--- src/hw/pio_defs.svh ---
/*
  Register indices, field masks and reset values of the parallel I/O block.
  Assumes inclusion by bare name from the design files of this block.
*/
`ifndef PIO_DEFS_SVH
`define PIO_DEFS_SVH

// register indices, byte address is four times the index
`define PIO_IDX_FIRST_DATA 3'h0
`define PIO_IDX_SECOND_DATA 3'h1
`define PIO_IDX_THIRD_DATA 3'h2
`define PIO_IDX_FOURTH_DATA 3'h3
`define PIO_IDX_FIRST_DIR 3'h4
`define PIO_IDX_SECOND_DIR 3'h5
`define PIO_IDX_THIRD_DIR 3'h6
`define PIO_IDX_FOURTH_DIR 3'h7

// paddr layout
`define PIO_ADDR_IDX_LSB 2
`define PIO_ADDR_IDX_MSB 4
`define PIO_ADDR_ALIGN 2'h0

// implemented bits: latch and direction storage
`define PIO_FIRST_DIR_MASK 8'hff
`define PIO_SECOND_DIR_MASK 8'he0
`define PIO_THIRD_DIR_MASK 8'hff
`define PIO_FOURTH_DIR_MASK 8'h20
// implemented bits: pin level readable
`define PIO_FIRST_IN_MASK 8'hff
`define PIO_SECOND_IN_MASK 8'he0
`define PIO_THIRD_IN_MASK 8'hff
`define PIO_FOURTH_IN_MASK 8'ha0

`define PIO_DIR_RESET 8'h00
`define PIO_RDATA_RESET 32'h0000_0000
`define PIO_UPPER_ZERO 24'h00_0000

`endif

--- src/hw/pio_pkg.sv ---
/*
  Types shared by the parallel I/O block.
  Assumes nothing of its surroundings.
*/
package pio_pkg;

  typedef logic [7:0] pio_byte_t;

  // one-hot register select decoded from the bus address
  typedef enum logic [7:0] {
    PIO_SEL_FIRST_DATA = 8'h01,
    PIO_SEL_SECOND_DATA = 8'h02,
    PIO_SEL_THIRD_DATA = 8'h04,
    PIO_SEL_FOURTH_DATA = 8'h08,
    PIO_SEL_FIRST_DIR = 8'h10,
    PIO_SEL_SECOND_DIR = 8'h20,
    PIO_SEL_THIRD_DIR = 8'h40,
    PIO_SEL_FOURTH_DIR = 8'h80
  } pio_sel_t;

endpackage

--- src/hw/pio_port.sv ---
/*
  One parallel port: output latch, direction register, read mux.
  Assumes write strobes are single-cycle pulses from the bus slave and
  pin levels are synchronous to sys_clk.
*/
`timescale 1ns/10ps
`include "pio_defs.svh"

module pio_port #(
  parameter logic [7:0] DIR_MASK = 8'hff,
  parameter logic [7:0] IN_MASK = 8'hff
) (
  // clock and reset
  input wire logic sys_clk,
  input wire logic nrst,
  // register access
  input wire logic wr_data,
  input wire logic wr_dir,
  input wire pio_pkg::pio_byte_t wdata,
  output pio_pkg::pio_byte_t rd_data,
  output pio_pkg::pio_byte_t rd_dir,
  // pins
  input wire pio_pkg::pio_byte_t pin_in,
  output pio_pkg::pio_byte_t pin_out,
  output pio_pkg::pio_byte_t pin_oe
);

  pio_pkg::pio_byte_t latch_ff;
  pio_pkg::pio_byte_t dir_ff;

  ////////////////////////////////////////////////////////////////////////////
  // output latch: written whatever the direction, untouched by reset
  always_ff @(posedge sys_clk)
  begin
    if (wr_data)
    begin
      latch_ff <= wdata & DIR_MASK;
    end
  end

  // direction: only implemented bits, cleared to input on reset
  always_ff @(posedge sys_clk or negedge nrst)
  begin
    if (!nrst)
    begin
      dir_ff <= `PIO_DIR_RESET;
    end
    else if (wr_dir)
    begin
      dir_ff <= wdata & DIR_MASK;
    end
  end

  ////////////////////////////////////////////////////////////////////////////
  // output mode reads the latch, input mode reads the pin
  assign rd_data = (dir_ff & latch_ff)
    | (~dir_ff & pin_in & IN_MASK);
  assign rd_dir = dir_ff;
  // absent bits show low even before the first write
  assign pin_out = latch_ff & DIR_MASK;
  assign pin_oe = dir_ff;

endmodule

--- src/hw/pio_top.sv ---
/*
  Parallel I/O block: four ports behind an APB slave.
  Assumes an APB master on sys_clk and pin levels already synchronous
  to sys_clk; the pad logic resolves pin_out and pin_oe into the wire.
*/
// The implementer's own choice: the APB register port.
`timescale 1ns/10ps
`include "pio_defs.svh"

module pio_top #(
  parameter int ADDR_W = 8
) (
  // clock and reset
  input wire logic sys_clk,
  input wire logic nrst,
  // apb slave
  input wire logic psel,
  input wire logic penable,
  input wire logic pwrite,
  input wire logic [ADDR_W-1:0] paddr,
  input wire logic [31:0] pwdata,
  input wire logic [3:0] pstrb,
  output logic [31:0] prdata,
  output logic pready,
  output logic pslverr,
  // first port pins
  input wire logic [7:0] first_port_pins_in,
  output logic [7:0] first_port_pins_out,
  output logic [7:0] first_port_pins_oe,
  // second port pins, bits 7 to 5 used
  input wire logic [7:0] second_port_pins_in,
  output logic [7:0] second_port_pins_out,
  output logic [7:0] second_port_pins_oe,
  // third port pins
  input wire logic [7:0] third_port_pins_in,
  output logic [7:0] third_port_pins_out,
  output logic [7:0] third_port_pins_oe,
  // fourth port pins, bit 5 two-way, bit 7 input only
  input wire logic [7:0] fourth_port_pins_in,
  output logic [7:0] fourth_port_pins_out,
  output logic [7:0] fourth_port_pins_oe
);

  ////////////////////////////////////////////////////////////////////////////
  // address decode
  logic [2:0] reg_idx;
  logic addr_ok;
  pio_pkg::pio_sel_t reg_sel;
  logic [7:0] sel_vec;
  logic acc_wr;
  logic wr_lane;

  assign reg_idx = paddr[`PIO_ADDR_IDX_MSB:`PIO_ADDR_IDX_LSB];
  assign addr_ok = (paddr[1:0] == `PIO_ADDR_ALIGN)
    && (paddr[ADDR_W-1:`PIO_ADDR_IDX_MSB+1] == '0);

  always_comb
  begin
    case (reg_idx)
      `PIO_IDX_FIRST_DATA: reg_sel = pio_pkg::PIO_SEL_FIRST_DATA;
      `PIO_IDX_SECOND_DATA: reg_sel = pio_pkg::PIO_SEL_SECOND_DATA;
      `PIO_IDX_THIRD_DATA: reg_sel = pio_pkg::PIO_SEL_THIRD_DATA;
      `PIO_IDX_FOURTH_DATA: reg_sel = pio_pkg::PIO_SEL_FOURTH_DATA;
      `PIO_IDX_FIRST_DIR: reg_sel = pio_pkg::PIO_SEL_FIRST_DIR;
      `PIO_IDX_SECOND_DIR: reg_sel = pio_pkg::PIO_SEL_SECOND_DIR;
      `PIO_IDX_THIRD_DIR: reg_sel = pio_pkg::PIO_SEL_THIRD_DIR;
      `PIO_IDX_FOURTH_DIR: reg_sel = pio_pkg::PIO_SEL_FOURTH_DIR;
      default: reg_sel = pio_pkg::PIO_SEL_FIRST_DATA;
    endcase
  end

  // write takes effect at the edge that ends the access phase
  assign wr_lane = pstrb[0];
  assign acc_wr = psel && penable && pwrite && addr_ok && wr_lane;
  assign sel_vec = acc_wr ? reg_sel : 8'h00;

  ////////////////////////////////////////////////////////////////////////////
  // the four ports
  pio_pkg::pio_byte_t rd_data [4];
  pio_pkg::pio_byte_t rd_dir [4];
  pio_pkg::pio_byte_t wbyte;

  assign wbyte = pwdata[7:0];

  pio_port #(
    .DIR_MASK(`PIO_FIRST_DIR_MASK),
    .IN_MASK(`PIO_FIRST_IN_MASK)
  ) u_first (
    .sys_clk(sys_clk),
    .nrst(nrst),
    .wr_data(sel_vec[0]),
    .wr_dir(sel_vec[4]),
    .wdata(wbyte),
    .rd_data(rd_data[0]),
    .rd_dir(rd_dir[0]),
    .pin_in(first_port_pins_in),
    .pin_out(first_port_pins_out),
    .pin_oe(first_port_pins_oe)
  );

  pio_port #(
    .DIR_MASK(`PIO_SECOND_DIR_MASK),
    .IN_MASK(`PIO_SECOND_IN_MASK)
  ) u_second (
    .sys_clk(sys_clk),
    .nrst(nrst),
    .wr_data(sel_vec[1]),
    .wr_dir(sel_vec[5]),
    .wdata(wbyte),
    .rd_data(rd_data[1]),
    .rd_dir(rd_dir[1]),
    .pin_in(second_port_pins_in),
    .pin_out(second_port_pins_out),
    .pin_oe(second_port_pins_oe)
  );

  pio_port #(
    .DIR_MASK(`PIO_THIRD_DIR_MASK),
    .IN_MASK(`PIO_THIRD_IN_MASK)
  ) u_third (
    .sys_clk(sys_clk),
    .nrst(nrst),
    .wr_data(sel_vec[2]),
    .wr_dir(sel_vec[6]),
    .wdata(wbyte),
    .rd_data(rd_data[2]),
    .rd_dir(rd_dir[2]),
    .pin_in(third_port_pins_in),
    .pin_out(third_port_pins_out),
    .pin_oe(third_port_pins_oe)
  );

  pio_port #(
    .DIR_MASK(`PIO_FOURTH_DIR_MASK),
    .IN_MASK(`PIO_FOURTH_IN_MASK)
  ) u_fourth (
    .sys_clk(sys_clk),
    .nrst(nrst),
    .wr_data(sel_vec[3]),
    .wr_dir(sel_vec[7]),
    .wdata(wbyte),
    .rd_data(rd_data[3]),
    .rd_dir(rd_dir[3]),
    .pin_in(fourth_port_pins_in),
    .pin_out(fourth_port_pins_out),
    .pin_oe(fourth_port_pins_oe)
  );

  ////////////////////////////////////////////////////////////////////////////
  // read data: captured in the setup cycle, shown in the access phase
  pio_pkg::pio_byte_t rd_byte;
  logic [31:0] prdata_ff;
  logic [31:0] nxt_prdata;

  always_comb
  begin
    case (reg_sel)
      pio_pkg::PIO_SEL_FIRST_DATA: rd_byte = rd_data[0];
      pio_pkg::PIO_SEL_SECOND_DATA: rd_byte = rd_data[1];
      pio_pkg::PIO_SEL_THIRD_DATA: rd_byte = rd_data[2];
      pio_pkg::PIO_SEL_FOURTH_DATA: rd_byte = rd_data[3];
      pio_pkg::PIO_SEL_FIRST_DIR: rd_byte = rd_dir[0];
      pio_pkg::PIO_SEL_SECOND_DIR: rd_byte = rd_dir[1];
      pio_pkg::PIO_SEL_THIRD_DIR: rd_byte = rd_dir[2];
      pio_pkg::PIO_SEL_FOURTH_DIR: rd_byte = rd_dir[3];
      default: rd_byte = '0;
    endcase
    nxt_prdata = addr_ok ? {`PIO_UPPER_ZERO, rd_byte} : `PIO_RDATA_RESET;
  end

  always_ff @(posedge sys_clk or negedge nrst)
  begin
    if (!nrst)
    begin
      prdata_ff <= `PIO_RDATA_RESET;
    end
    else if (psel && !penable && !pwrite)
    begin
      prdata_ff <= nxt_prdata;
    end
  end

  assign prdata = prdata_ff;
  // no wait states: every access ends at its first access-phase edge
  assign pready = 1'b1;
  assign pslverr = psel && penable && !addr_ok;

  ////////////////////////////////////////////////////////////////////////////
  // assertions
  logic setup_rd;
  assign setup_rd = psel && !penable && !pwrite && addr_ok;

  a_dir_reset_clear: assert property (
    @(posedge sys_clk) $rose(nrst) |->
      (first_port_pins_oe == '0) && (second_port_pins_oe == '0)
      && (third_port_pins_oe == '0) && (fourth_port_pins_oe == '0))
    else $error("direction not cleared by reset");

  a_latch_keep_reset: assert property (
    @(posedge sys_clk) !nrst && $past(!nrst) |->
      $stable(third_port_pins_out))
    else $error("output latch changed during reset");

  a_oe_follows_dir: assert property (
    @(posedge sys_clk) disable iff (!nrst)
    acc_wr && reg_idx == `PIO_IDX_FIRST_DIR |=>
      first_port_pins_oe == $past(pwdata[7:0]))
    else $error("first port enables do not follow direction write");

  a_latch_any_dir: assert property (
    @(posedge sys_clk) disable iff (!nrst)
    acc_wr && reg_idx == `PIO_IDX_THIRD_DATA |=>
      third_port_pins_out == $past(pwdata[7:0]))
    else $error("data write did not reach the latch");

  a_read_out_latch: assert property (
    @(posedge sys_clk) disable iff (!nrst)
    setup_rd && reg_idx == `PIO_IDX_FIRST_DATA
      && first_port_pins_oe == 8'hff |=>
      prdata[7:0] == first_port_pins_out)
    else $error("output-mode read did not return latch");

  a_read_in_pin: assert property (
    @(posedge sys_clk) disable iff (!nrst)
    setup_rd && reg_idx == `PIO_IDX_THIRD_DATA
      && third_port_pins_oe == 8'h00 |=>
      prdata[7:0] == $past(third_port_pins_in))
    else $error("input-mode read did not return pin level");

  a_single_cycle: assert property (
    @(posedge sys_clk) disable iff (!nrst)
    psel && !penable |=> !(psel && penable) || pready)
    else $error("access phase was stretched");

  a_second_low_bits: assert property (
    @(posedge sys_clk) disable iff (!nrst)
    (second_port_pins_oe[4:0] == '0) && (second_port_pins_out[4:0] == '0))
    else $error("second port drives an unimplemented bit");

  a_fourth_no_drv: assert property (
    @(posedge sys_clk) disable iff (!nrst)
    (fourth_port_pins_oe & ~`PIO_FOURTH_DIR_MASK) == '0)
    else $error("fourth port drives an input-only or absent bit");

  a_data_decode: assert property (
    @(posedge sys_clk) disable iff (!nrst)
    acc_wr && reg_idx == `PIO_IDX_SECOND_DATA |=>
      second_port_pins_out[7:5] == $past(pwdata[7:5])
      && $stable(first_port_pins_out))
    else $error("data write decoded to the wrong port");

  a_bad_addr_kept: assert property (
    @(posedge sys_clk) disable iff (!nrst)
    psel && penable && pwrite && !addr_ok |=>
      $stable(first_port_pins_out) && $stable(first_port_pins_oe))
    else $error("write to a bad address changed a port");

  a_strobe_gate: assert property (
    @(posedge sys_clk) disable iff (!nrst)
    psel && penable && pwrite && !wr_lane |=>
      $stable(first_port_pins_out))
    else $error("write without its byte strobe reached a latch");

  a_fourth_in_read: assert property (
    @(posedge sys_clk) disable iff (!nrst)
    setup_rd && reg_idx == `PIO_IDX_FOURTH_DATA |=>
      prdata[7] == $past(fourth_port_pins_in[7]))
    else $error("input-only bit did not read the pin");

  a_second_dir_read: assert property (
    @(posedge sys_clk) disable iff (!nrst)
    setup_rd && reg_idx == `PIO_IDX_SECOND_DIR |=>
      prdata[7:0] == $past(second_port_pins_oe))
    else $error("second port direction read is wrong");

  c_write_then_output: cover property (
    @(posedge sys_clk) disable iff (!nrst)
    acc_wr && reg_idx == `PIO_IDX_FIRST_DATA ##[1:20]
      acc_wr && reg_idx == `PIO_IDX_FIRST_DIR);

  c_read_input: cover property (
    @(posedge sys_clk) disable iff (!nrst)
    setup_rd && reg_idx == `PIO_IDX_FOURTH_DATA);

  c_bad_addr: cover property (
    @(posedge sys_clk) disable iff (!nrst)
    pslverr);

  c_read_output: cover property (
    @(posedge sys_clk) disable iff (!nrst)
    setup_rd && reg_idx == `PIO_IDX_FIRST_DATA
      && first_port_pins_oe == 8'hff);

endmodule

--- config.mk ---
export PLATFORM = sky130hd
export DESIGN_NAME = pio_top
export DESIGN_NICKNAME = d
export VERILOG_FILES = /design/src/hw/pio_pkg.sv /design/src/hw/pio_port.sv /design/src/hw/pio_top.sv
export VERILOG_INCLUDE_DIRS = /design/src /design/src/hw
export SDC_FILE = /design/constraint.sdc
export NUM_CORES = 1
export LEC_CHECK = 0
export BUFFER_PORTS_ARGS = -buffer_cell sky130_fd_sc_hd__buf_2
export CAP_MARGIN = 10
export CORE_ASPECT_RATIO = 0.9
export CORE_MARGIN = 1
export CORE_UTILIZATION = 38
export DETAILED_ROUTE_END_ITERATION = 12
export GPL_TIMING_DRIVEN = 0
export PLACE_DENSITY = 0.74
export SLEW_MARGIN = 20
export SYNTH_ARGS = -nofsm -noshare
export SYNTH_HDL_FRONTEND = slang
export SYNTH_SLANG_ARGS = --single-unit
--- constraint.sdc ---
create_clock -name sys_clk -period 1.3 [get_ports sys_clk]
set_input_delay 0.195 -clock sys_clk [delete_from_list [all_inputs] [get_ports sys_clk]]
set_output_delay 0.195 -clock sys_clk [all_outputs]
set_load 0.02 [all_outputs]
==> impl_metrics.toml, run 1 <==
[setup_path]
worst_path_dominant_cell_family = "simple AND/OR/NAND/NOR gates"
setup_crit_path_kind = "in2out"
cp_data_required_time_ps = 1110
slowest_delay_ps = 560
rr_worst_depth = 4
crit-reg2reg-launch = "u_second.pin_oe[7]"
timing.critical_path.to = "pslverr"
critical_path_buf_inv_count = 4
timing.critical_path.from_type = "input port"
slowest_stage = "sky130_fd_sc_hd__or4_4"
worst_ep_arrival_ps = 1370
timing.critical_path.to_type = "output port"
timing.reg2reg.setup_slack_ps = 40
crit_chain = "buf_6, or4_4, buf_6, buf_6, nor2_4, nor2_1, buf_4"
path_depth = 7
crit_path_max_fanout = 3
cp_common_cell = "sky130_fd_sc_hd__buf_6"
worstSetupStartpoint = "paddr[0]"
regToRegEndpoint = "prdata[7]"

[power_and_ir_drop]
pwr-share-seq_pct = 49.9
p_per_area_nw_per_um2 = 831.5
clock_power_share_pct = 33.1
p_int_uw = 2384
fin_total_pwr_uw = 3190
switching_share_pct = 25.26
net-switching-power_uw = 805.9
combPwrFrac_pct = 17.0
cell_leakage_power_uw = 0.001960
worst_case_vdd_ir_drop_v = 0.0005722

[grt]
initial_antenna_violation_count = 0
grt_max_degree = 29
global_route_wire_length_before_repair_microns = 9873
gr-usage-all-layers_pct = 18.42
first_global_vias = 1910
gr-total-overflow = 0

[timing]
fin_worst_skew_ps = 1.939
final_period_minus_worst_setup_slack_ps = 1563
setup_repair_after_global_routing_missed_its_margin = "yes"
fin_ws_ps = -263.3
setup_viol_count_final = 44
fmax_ghz = 0.6397
max_slew.worst_pin.slew_ps = 673.1
finalHoldViolations = 0
report.final.slew_viol_count = 0
slew_headroom_pct = 55.13
timing.final.crit_share_pct = 120.3
fin_hold_ws_ps = 113.1

[routing]
ant_nets = 0
route.vias.total = 2184
drtPass1Iterations = 4
drtIter0Drc = 101
postRouteWirelength_microns = 6840
drcViolationCount = 0
vias_per_cell = 4.457
wire_per_inst_microns = 13.96

[die]
floorplan.die.width_microns = 89.67
starting_utilization_of_the_core_area_pct = 39.70
die_h_microns = 80.91
io-pin-count = 179
placeableCoreArea_sq_um = 6621
number_of_rows_created_at_floorplan = 28
floorplan.die_area_sq_um = 7255

[clock_network]
cts_num_sinks = 48
cts_made_buffers = 5
clock_tree.htree_level_count = 2
cts_root_buf = "sky130_fd_sc_hd__clkbuf_8"
cts.path.max_buffers = 2
cts.reportedPaths.clkPinSlew_ps = 80
tritoncts = "done"
worstSkewPairLatency_ps = 290

[cells_and_area]
final_common_cell = "sky130_fd_sc_hd__buf_2"
layout_common_cells = "89 x sky130_fd_sc_hd__buf_2, 55 x sky130_fd_sc_hd__buf_4, 49 x sky130_fd_sc_hd__conb_1, 26 x sky130_fd_sc_hd__dfrtp_1, 25 x sky130_fd_sc_hd__mux2_2"
diodes = 0
area_growth_pct = 45.93
finish.net_count = 480
drive_above_1_share_pct = 55.25
final_core_utilization_pct = 57.94

[yosys]
avgSynthCellArea_sq_um = 11.14
synth_sequential_area_ratio_pct = 49.50
synth_seq_cells = 48
synthesized_cell_area_sq_um = 2629
synth-warning-count = 0
post_synth_num_cell_types = 29
cells_after_synthesis = 236

[outcome]
run_status = "finished with violations"
violations_in_the_final_reports = "negative setup slack"

[placed_design]
port_buffers = 91
post-place-ws_ps = -960.9
globalplace.congestion = 0.8449
dp.final_hpwl_microns = 4848

[worst_hold_path]
worstHoldStart = "pwdata[1]"
hold_depth = 1
hold_path_class = "in2reg"

[flow_run]
max-cap-violations = 0
-- how the worst min path moves through the flow --
| stage | slack, ps | end |
|---|---|---|
| floorplan | -100 | prdata[0] |
| global placement | 260 | u_third.pin_oe[3] |
| detailed placement | 270 | u_first.pin_oe[4] |
| CTS | 100 | u_third.pin_out[1] |
| global route | 110 | u_first.pin_out[4] |
| finish | 110 | u_third.pin_out[1] |
-- cell type report --
| cell class | count | area (sq um) |
|---|---|---|
| flip-flops and latches | 48 | 1304 |
| multi-input cells | 178 | 1255 |
| clock buffers | 6 | 72.57 |
| inverters | 1 | 3.754 |
| clock inverters | 2 | 35.03 |
| plain buffers | 55 | 395.4 |
| fillers | 581 | 2785 |
| well taps | 90 | 112.6 |
| repair buffers | 110 | 658.1 |
-- kinds of logic after synthesis --
group	synth area share (%)
compound gates	10.04
buf+inv	15.14
flops	49.50
mux	14.23
other cells	0.2857
simple gates	10.80
-- routing by layer --
metal | vias up | GRT usage [%] | part of all wire [%] | routed length (microns)
met2 | 105 | 30.00 | 47 | 3225
met3 | 4 | 3.252 | 7.5 | 511
met4 | 0 | 5.079 | 0.57 | 39
met5 | - | 0 | 0 | 0
met1 | 1008 | 25.21 | 45 | 3063
li1 | 1067 | - | - | -
-- power groups by stage --
stage               sequential [uW]  combinational (uW)  clock [uW]
global route                   1590                 593        1140
finish                         1590                 542        1050
floorplan                      1630                 344           0
detailed placement             1620                 495           0
CTS                            1590                 524        1080
global placement               1620                 491           0
-- registers in the layout, summed over array words and instances, names as in the netlist --
name               flops
u_fourth.pin_oe        1
u_second.pin_oe        3
u_fourth.latch_ff      1
prdata                 8
u_first.pin_oe         8
u_second.latch_ff      3
u_third.pin_oe         8
u_first.pin_out        8
u_third.pin_out        8
-- synth_stat cells --
cell	n	area share, %
sky130_fd_sc_hd__inv_1	1	0.14
sky130_fd_sc_hd__nand3_1	2	0.38
sky130_fd_sc_hd__o21ai_0	28	5.3
sky130_fd_sc_hd__a2111oi_0	1	0.33
sky130_fd_sc_hd__a22oi_1	7	2.0
sky130_fd_sc_hd__or4_4	1	0.43
sky130_fd_sc_hd__nand2_1	15	2.1
sky130_fd_sc_hd__mux2i_1	7	2.7
sky130_fd_sc_hd__conb_1	2	0.29
sky130_fd_sc_hd__a211oi_1	2	0.57
sky130_fd_sc_hd__nor2b_1	3	0.71
sky130_fd_sc_hd__nand3b_1	3	0.86
sky130_fd_sc_hd__nand2b_1	11	2.6
sky130_fd_sc_hd__nor3_1	3	0.57
sky130_fd_sc_hd__mux2_1	1	0.43
sky130_fd_sc_hd__o31ai_1	1	0.29
sky130_fd_sc_hd__mux2_2	26	11
sky130_fd_sc_hd__nor3b_1	1	0.29
sky130_fd_sc_hd__a21oi_1	3	0.57
sky130_fd_sc_hd__nor4_4	1	0.81
sky130_fd_sc_hd__nand2_2	2	0.48
sky130_fd_sc_hd__nor2_1	6	0.86
sky130_fd_sc_hd__a21o_1	2	0.57
sky130_fd_sc_hd__edfxtp_1	20	23
sky130_fd_sc_hd__o211a_1	1	0.38
sky130_fd_sc_hd__or3b_2	2	0.67
sky130_fd_sc_hd__dfrtp_1	28	27
sky130_fd_sc_hd__buf_4	49	14
sky130_fd_sc_hd__clkbuf_1	7	1.0
-- worst reg2reg max path: cells and delay by family, from the launching register on --
family             cells  cell delay [ps]
AOI/OAI and AO/OA      3              390
DFF                    1              410
muxes                  1              360
-- stage by stage --
| step | instance area (sq um) | TNS (ps) | instances |
|---|---|---|---|
| after floorplan | 2826 | -15970 | 283 |
| after global placement | 3395 | -36140 | 464 |
| after detailed placement | 3395 | -35850 | 464 |
| after CTS | 3754 | -9502 | 488 |
| after global routing | 3836 | -10760 | 490 |
| final | 3836 | -9223 | 490 |
-- timing repair --
| item | in CTS | in global routing |
|---|---|---|
| setup endpoints to repair | 49 | 49 |
| pin swaps | 9 | 9 |
| resized for setup | 31 | 26 |
| endpoints found under the hold margin | 28 | 0 |
| hold buffers | 1 | 0 |
| setup buffers | 16 | 3 |
(Power assumes the default switching activity.)
==> inputs of run 2 (changes only) <==
--- a/config.mk
+++ b/config.mk
@@ -10,10 +10,10 @@
 export CAP_MARGIN = 10
 export CORE_ASPECT_RATIO = 0.9
 export CORE_MARGIN = 1
-export CORE_UTILIZATION = 38
+export CORE_UTILIZATION = 40
 export DETAILED_ROUTE_END_ITERATION = 12
 export GPL_TIMING_DRIVEN = 0
-export PLACE_DENSITY = 0.74
+export PLACE_DENSITY = 0.75
 export SLEW_MARGIN = 20
 export SYNTH_ARGS = -nofsm -noshare
 export SYNTH_HDL_FRONTEND = slang
==> constraint.sdc (replaced) <==
create_clock -name sys_clk -period 1.9 [get_ports sys_clk]
set_input_delay 0.285 -clock sys_clk [delete_from_list [all_inputs] [get_ports sys_clk]]
set_output_delay 0.285 -clock sys_clk [all_outputs]
set_load 0.02 [all_outputs]
==> impl_metrics.toml, run 2 (synthesized netlist as in run 1, its figures left out) <==
[outcome]
run_status = "finished, final reports clean"

[die]
starting_utilization_of_the_core_area_pct = 42.29
placeableCoreArea_sq_um = 6216
io-pin-count = 179
die_h_microns = 78.91
floorplan.die_area_sq_um = 6900
number_of_rows_created_at_floorplan = 27
floorplan.die.width_microns = 87.45

[cells_and_area]
fillCellCount = 591
area_growth_pct = 34.17
post_layout_nonfiller_instances = 474
drive_above_1_share_pct = 48.06
final_common_cell = "sky130_fd_sc_hd__buf_2"
finish.net_count = 467
layout_common_cells = "91 x sky130_fd_sc_hd__buf_2, 53 x sky130_fd_sc_hd__buf_4, 49 x sky130_fd_sc_hd__conb_1, 28 x sky130_fd_sc_hd__o21ai_0, 28 x sky130_fd_sc_hd__dfrtp_1"
diodes = 0
final_core_utilization_pct = 56.74

[power_and_ir_drop]
combPwrFrac_pct = 17.0
net-switching-power_uw = 534.8
p_int_uw = 1485
clock_power_share_pct = 29.1
p_per_area_nw_per_um2 = 572.7
pwr-share-seq_pct = 53.9
switching_share_pct = 26.48
worst_case_vdd_ir_drop_v = 0.0005014
cell_leakage_power_uw = 0.001827

[clock_network]
tritoncts = "done"
cts.hold.buffers_added = 0
cts_root_buf = "sky130_fd_sc_hd__clkbuf_8"
worstSkewPairLatency_ps = 300
cts.path.max_buffers = 2
cts.reportedPaths.clkPinSlew_ps = 90
cts_num_sinks = 48
clock_tree.htree_level_count = 2
cts_made_buffers = 5

[setup_path]
slowest_delay_ps = 560
critical_path_buf_inv_count = 2
slowest_stage = "sky130_fd_sc_hd__or4_4"
cp_data_required_time_ps = 1620
timing.critical_path.to_type = "output port"
rr_worst_depth = 3
crit-reg2reg-launch = "u_third.pin_oe[6]"
path_depth = 5
timing.critical_path.from_type = "input port"
regToRegEndpoint = "prdata[6]"
setup_crit_path_kind = "in2out"
timing.critical_path.to = "pslverr"
crit_chain = "buf_2, or4_4, nor2_1, nor2_1, buf_2"
worstSetupStartpoint = "paddr[0]"
crit_path_max_fanout = 4
worst_path_dominant_cell_family = "simple AND/OR/NAND/NOR gates"
timing.reg2reg.setup_slack_ps = 490
worst_ep_arrival_ps = 1510

[timing]
setup_viol_count_final = 0
setup_tns_ps = 0
timing.final.crit_share_pct = 94.46
fmax_ghz = 0.5572
fin_worst_skew_ps = 6.876
max_slew.worst_pin.slew_ps = 678.3
report.final.slew_viol_count = 0
finalHoldViolations = 0
setup_repair_after_global_routing_missed_its_margin = "no"
slew_headroom_pct = 54.78
final_period_minus_worst_setup_slack_ps = 1795

[routing]
postRouteWirelength_microns = 6708
drcViolationCount = 0
route.vias.total = 2156
drtIter0Drc = 100
ant_nets = 0
vias_per_cell = 4.549
drtPass1Iterations = 4
wire_per_inst_microns = 14.15

[flow_run]
max-cap-violations = 0

[placed_design]
dp.final_hpwl_microns = 5019
globalplace.congestion = 0.8256
numPlacedInstances = 461
port_buffers = 91

[grt]
gr-usage-all-layers_pct = 19.80
first_global_vias = 1971
gr-total-overflow = 0
initial_antenna_violation_count = 0
global_route_wire_length_before_repair_microns = 10110
grt_max_degree = 29

[worst_hold_path]
hold_path_class = "in2async"
-- run 2: cell types whose count changed in the layout (fill, tap and decap cells not counted), sizes merged --
cell / previous run / this run
buf: 158 / 145
dlygate4sd3: 1 / 0
clkbuf: 12 / 14
bufinv: 1 / 0
-- run 2: through the flow --
| stage | power [uW] | hold WS (ps) | instance area, sq um | worst slack [ps] |
|---|---|---|---|---|
| after CTS | 2032 | 36.03 | 3492 | 5.720 |
| after floorplan | 1352 | -10.59 | 2819 | 45.70 |
| after global placement | 1446 | 352.8 | 3383 | -435.4 |
| final | 2020 | 12.55 | 3527 | 105.2 |
| after global routing | 2112 | 54.41 | 3527 | 23.77 |
| after detailed placement | 1451 | 366.4 | 3383 | -460.5 |
-- run 2: how the worst min path moves through the flow --
stage                     start           endpoint  cells past startpoint
after floorplan            nrst          prdata[0]                      0
after global placement     nrst  u_third.pin_oe[3]                      1
after detailed placement   nrst  u_first.pin_oe[0]                      1
after CTS                  nrst  u_third.pin_oe[7]                      1
after global routing       nrst  u_third.pin_oe[2]                      1
final                      nrst          prdata[3]                      1
-- run 2: layout make-up --
class	instances	area (sq um)	share of cell area, %
Buffer	56	394.1	11.17
Multi-Input combinational cell	178	1132	32.10
Inverter	1	3.754	0.1064
Clock buffer	7	76.32	2.164
Timing Repair Buffer	96	505.5	14.33
Tap cell	87	108.9	3.086
Clock inverter	1	5.005	0.1419
Sequential cell	48	1301	36.89
-- run 2: power groups by stage --
stage | Combinational [uW] | Clock, uW | Sequential [uW]
after global placement | 335 | 0 | 1110
after global routing | 374 | 647 | 1090
after detailed placement | 339 | 0 | 1110
after CTS | 341 | 602 | 1090
final | 344 | 587 | 1090
after floorplan | 235 | 0 | 1120
-- run 2: routing by layer --
layer  vias up  part of all wire (%)  global-route usage [%]
li1       1039                     -                       -
met1       998                    42                   26.04
met2       114                    48                   33.20
met3         5                   9.1                   4.262
met4         0                  0.94                   4.918
met5         -                     0                       0
-- run 2: worst register-to-register path: cells and delay by family, from the launching register on --
kind | cells | cell delay [ps]
AOI/OAI and AO/OA | 2 | 530
DFF | 1 | 400
muxes | 1 | 360
-- run 2: repair_timing --
action	CTS	global route
pin swaps	0	2
gates resized for setup	1	2
setup endpoints to repair	16	27
buffers inserted	3	2
==> inputs of run 3 (changes only) <==
--- a/config.mk
+++ b/config.mk
@@ -8,12 +8,12 @@
 export LEC_CHECK = 0
 export BUFFER_PORTS_ARGS = -buffer_cell sky130_fd_sc_hd__buf_2
 export CAP_MARGIN = 10
-export CORE_ASPECT_RATIO = 0.9
+export CORE_ASPECT_RATIO = 0.6
 export CORE_MARGIN = 1
-export CORE_UTILIZATION = 40
+export CORE_UTILIZATION = 38
 export DETAILED_ROUTE_END_ITERATION = 12
 export GPL_TIMING_DRIVEN = 0
-export PLACE_DENSITY = 0.75
+export PLACE_DENSITY = 0.74
 export SLEW_MARGIN = 20
 export SYNTH_ARGS = -nofsm -noshare
 export SYNTH_HDL_FRONTEND = slang
==> constraint.sdc (replaced) <==
create_clock -name sys_clk -period 1.45 [get_ports sys_clk]
set_input_delay 0.2175 -clock sys_clk [delete_from_list [all_inputs] [get_ports sys_clk]]
set_output_delay 0.2175 -clock sys_clk [all_outputs]
set_load 0.02 [all_outputs]
==> impl_metrics.toml, run 3 (synthesized netlist as in run 1, its figures left out) <==
[timing]
slew_headroom_pct = 51.30
setup_tns_ps = -6035
timing.final.crit_share_pct = 113.0
fin_worst_skew_ps = 6.498
setup_viol_count_final = 41
fin_hold_ws_ps = -16.93
finalHoldViolations = 28
report.final.slew_viol_count = 0
fin_ws_ps = -188.0
final_period_minus_worst_setup_slack_ps = 1638
setup_repair_after_global_routing_missed_its_margin = "yes"
max_slew.worst_pin.slew_ps = 730.5
fmax_ghz = 0.6105

[cells_and_area]
post_layout_nonfiller_instances = 476
final_core_utilization_pct = 55.34
layout_common_cells = "90 x sky130_fd_sc_hd__buf_2, 51 x sky130_fd_sc_hd__buf_4, 49 x sky130_fd_sc_hd__conb_1, 28 x sky130_fd_sc_hd__o21ai_0, 28 x sky130_fd_sc_hd__dfrtp_1"
finish.net_count = 469
diodes = 0
final_common_cell = "sky130_fd_sc_hd__buf_2"
area_growth_pct = 40.55
drive_above_1_share_pct = 50.90

[routing]
drtPass1Iterations = 4
route.vias.total = 2168
drcViolationCount = 0
ant_nets = 0
wire_per_inst_microns = 15.08
drtIter0Drc = 91
vias_per_cell = 4.555
postRouteWirelength_microns = 7177

[setup_path]
cp_common_cell = "sky130_fd_sc_hd__buf_6"
slowest_stage = "sky130_fd_sc_hd__or4_4"
timing.critical_path.to_type = "flip-flop"
crit_path_max_fanout = 8
crit_chain = "buf_6, or4_4, buf_4, nor4_4, buf_6, nand2_8, mux2_4"
worst_ep_arrival_ps = 1800
cp_data_required_time_ps = 1610
timing.critical_path.from_type = "input port"
setup_crit_path_kind = "in2reg"
critical_path_buf_inv_count = 3
worst_path_dominant_cell_family = "simple AND/OR/NAND/NOR gates"
slowest_delay_ps = 550

[power_and_ir_drop]
cell_leakage_power_uw = 0.001892
p_per_area_nw_per_um2 = 862.1
fin_total_pwr_uw = 3185
worst_case_vdd_ir_drop_v = 0.0007685

[grt]
groute.layer.met1.usage_pct = 30.03
first_global_vias = 1839
busiest_layer = "met1"
grt_use_met3_pct = 4.039
gr-total-overflow = 0
global_route_wire_length_before_repair_microns = 10370
gr-usage-all-layers_pct = 19.86
grt_max_degree = 29
initial_antenna_violation_count = 0
grtUsageMet2_pct = 29.48

[die]
io-pin-count = 179
floorplan.die.width_microns = 109.4
placeableCoreArea_sq_um = 6676
number_of_rows_created_at_floorplan = 23
die_h_microns = 66.43
floorplan.die_area_sq_um = 7265
starting_utilization_of_the_core_area_pct = 39.37

[placed_design]
numPlacedInstances = 461
dp.final_hpwl_microns = 5178
post-place-ws_ps = -833.6
globalplace.congestion = 0.7797
port_buffers = 91

[outcome]
run_status = "finished with violations"
violations_in_the_final_reports = "negative hold slack, negative setup slack"

[clock_network]
cts_made_buffers = 5
cts_num_sinks = 48
cts.hold.buffers_added = 0
clock_tree.htree_level_count = 2
cts.path.max_buffers = 2
worstSkewPairLatency_ps = 280
cts.reportedPaths.clkPinSlew_ps = 70
cts_root_buf = "sky130_fd_sc_hd__clkbuf_16"
tritoncts = "done"

[worst_hold_path]
hold_path_class = "in2async"

[flow_run]
max-cap-violations = 0
## run 3: changes by cell type in the layout (fill, tap and decap cells not counted), moves of 4 or more
cell	previous run	this run
sky130_fd_sc_hd__buf_6	0	7
sky130_fd_sc_hd__clkbuf_8	5	0
sky130_fd_sc_hd__clkbuf_1	9	3
sky130_fd_sc_hd__clkbuf_16	0	5
sky130_fd_sc_hd__clkbuf_2	0	4
## run 3: area by class of cell
class | instances | area, sq um
timing repair buffer | 99 | 544.3
multi-input combinational | 178 | 1177
buffer | 55 | 395.4
inverter | 1 | 3.754
clock buffer | 6 | 128.9
fill | 608 | 2982
tap | 87 | 108.9
sequential | 48 | 1301
clock inverter | 2 | 35.03
## run 3: worst paths after layout
check                             startpoint                 end  slack [ps]  cells past startpoint
max                                 paddr[7]   u_first.pin_oe[3]        -190                      7
min                                     nrst   u_third.pin_oe[7]         -20                      1
max reg2reg                u_third.pin_oe[6]           prdata[6]         -40                      3
min reg2reg                        prdata[3]           prdata[3]         500                      2
max in group asynchronous               nrst           prdata[3]        1020                      1
min in group sys_clk               pwdata[4]  u_third.pin_out[4]         150                      1
## run 3: timing repair
item	CTS	global route
hold endpoints to repair	0	0
resized for setup	18	7
pin swaps	6	2
setup buffers	8	0
setup endpoints to repair	49	48
## run 3: where the power goes
group	total (uW)	internal, uW	leakage [uW]	switching, uW
clock network	1290	812	0.0000808	481
logic	464	190	0.00124	274
registers	1430	1420	0.000570	5.97
total	3190	2420	0.00189	761
## run 3: per-layer routing
metal / wire [microns] / share of wire [%] / up-vias
met2: 3103 / 43 / 78
met5: 0 / 0 / -
met3: 468 / 6.5 / 2
met1: 3589 / 50 / 1044
met4: 17 / 0.24 / 0
li1: - / - / 1044
## run 3: per-stage QoR
stage | hold WS (ps) | cell area, sq um
CTS | 0.5613 | 3687
finish | -16.93 | 3695
global route | 27.53 | 3695
floorplan | -78.09 | 2824
detailed placement | 302.0 | 3388
global placement | 279.6 | 3388
## run 3: worst register-to-register path, cell delays in order (launching register included)
cell and delay (ps):
sky130_fd_sc_hd__dfrtp_1 400, sky130_fd_sc_hd__mux2_2 360, sky130_fd_sc_hd__a2111oi_0 470, sky130_fd_sc_hd__o31ai_1 130
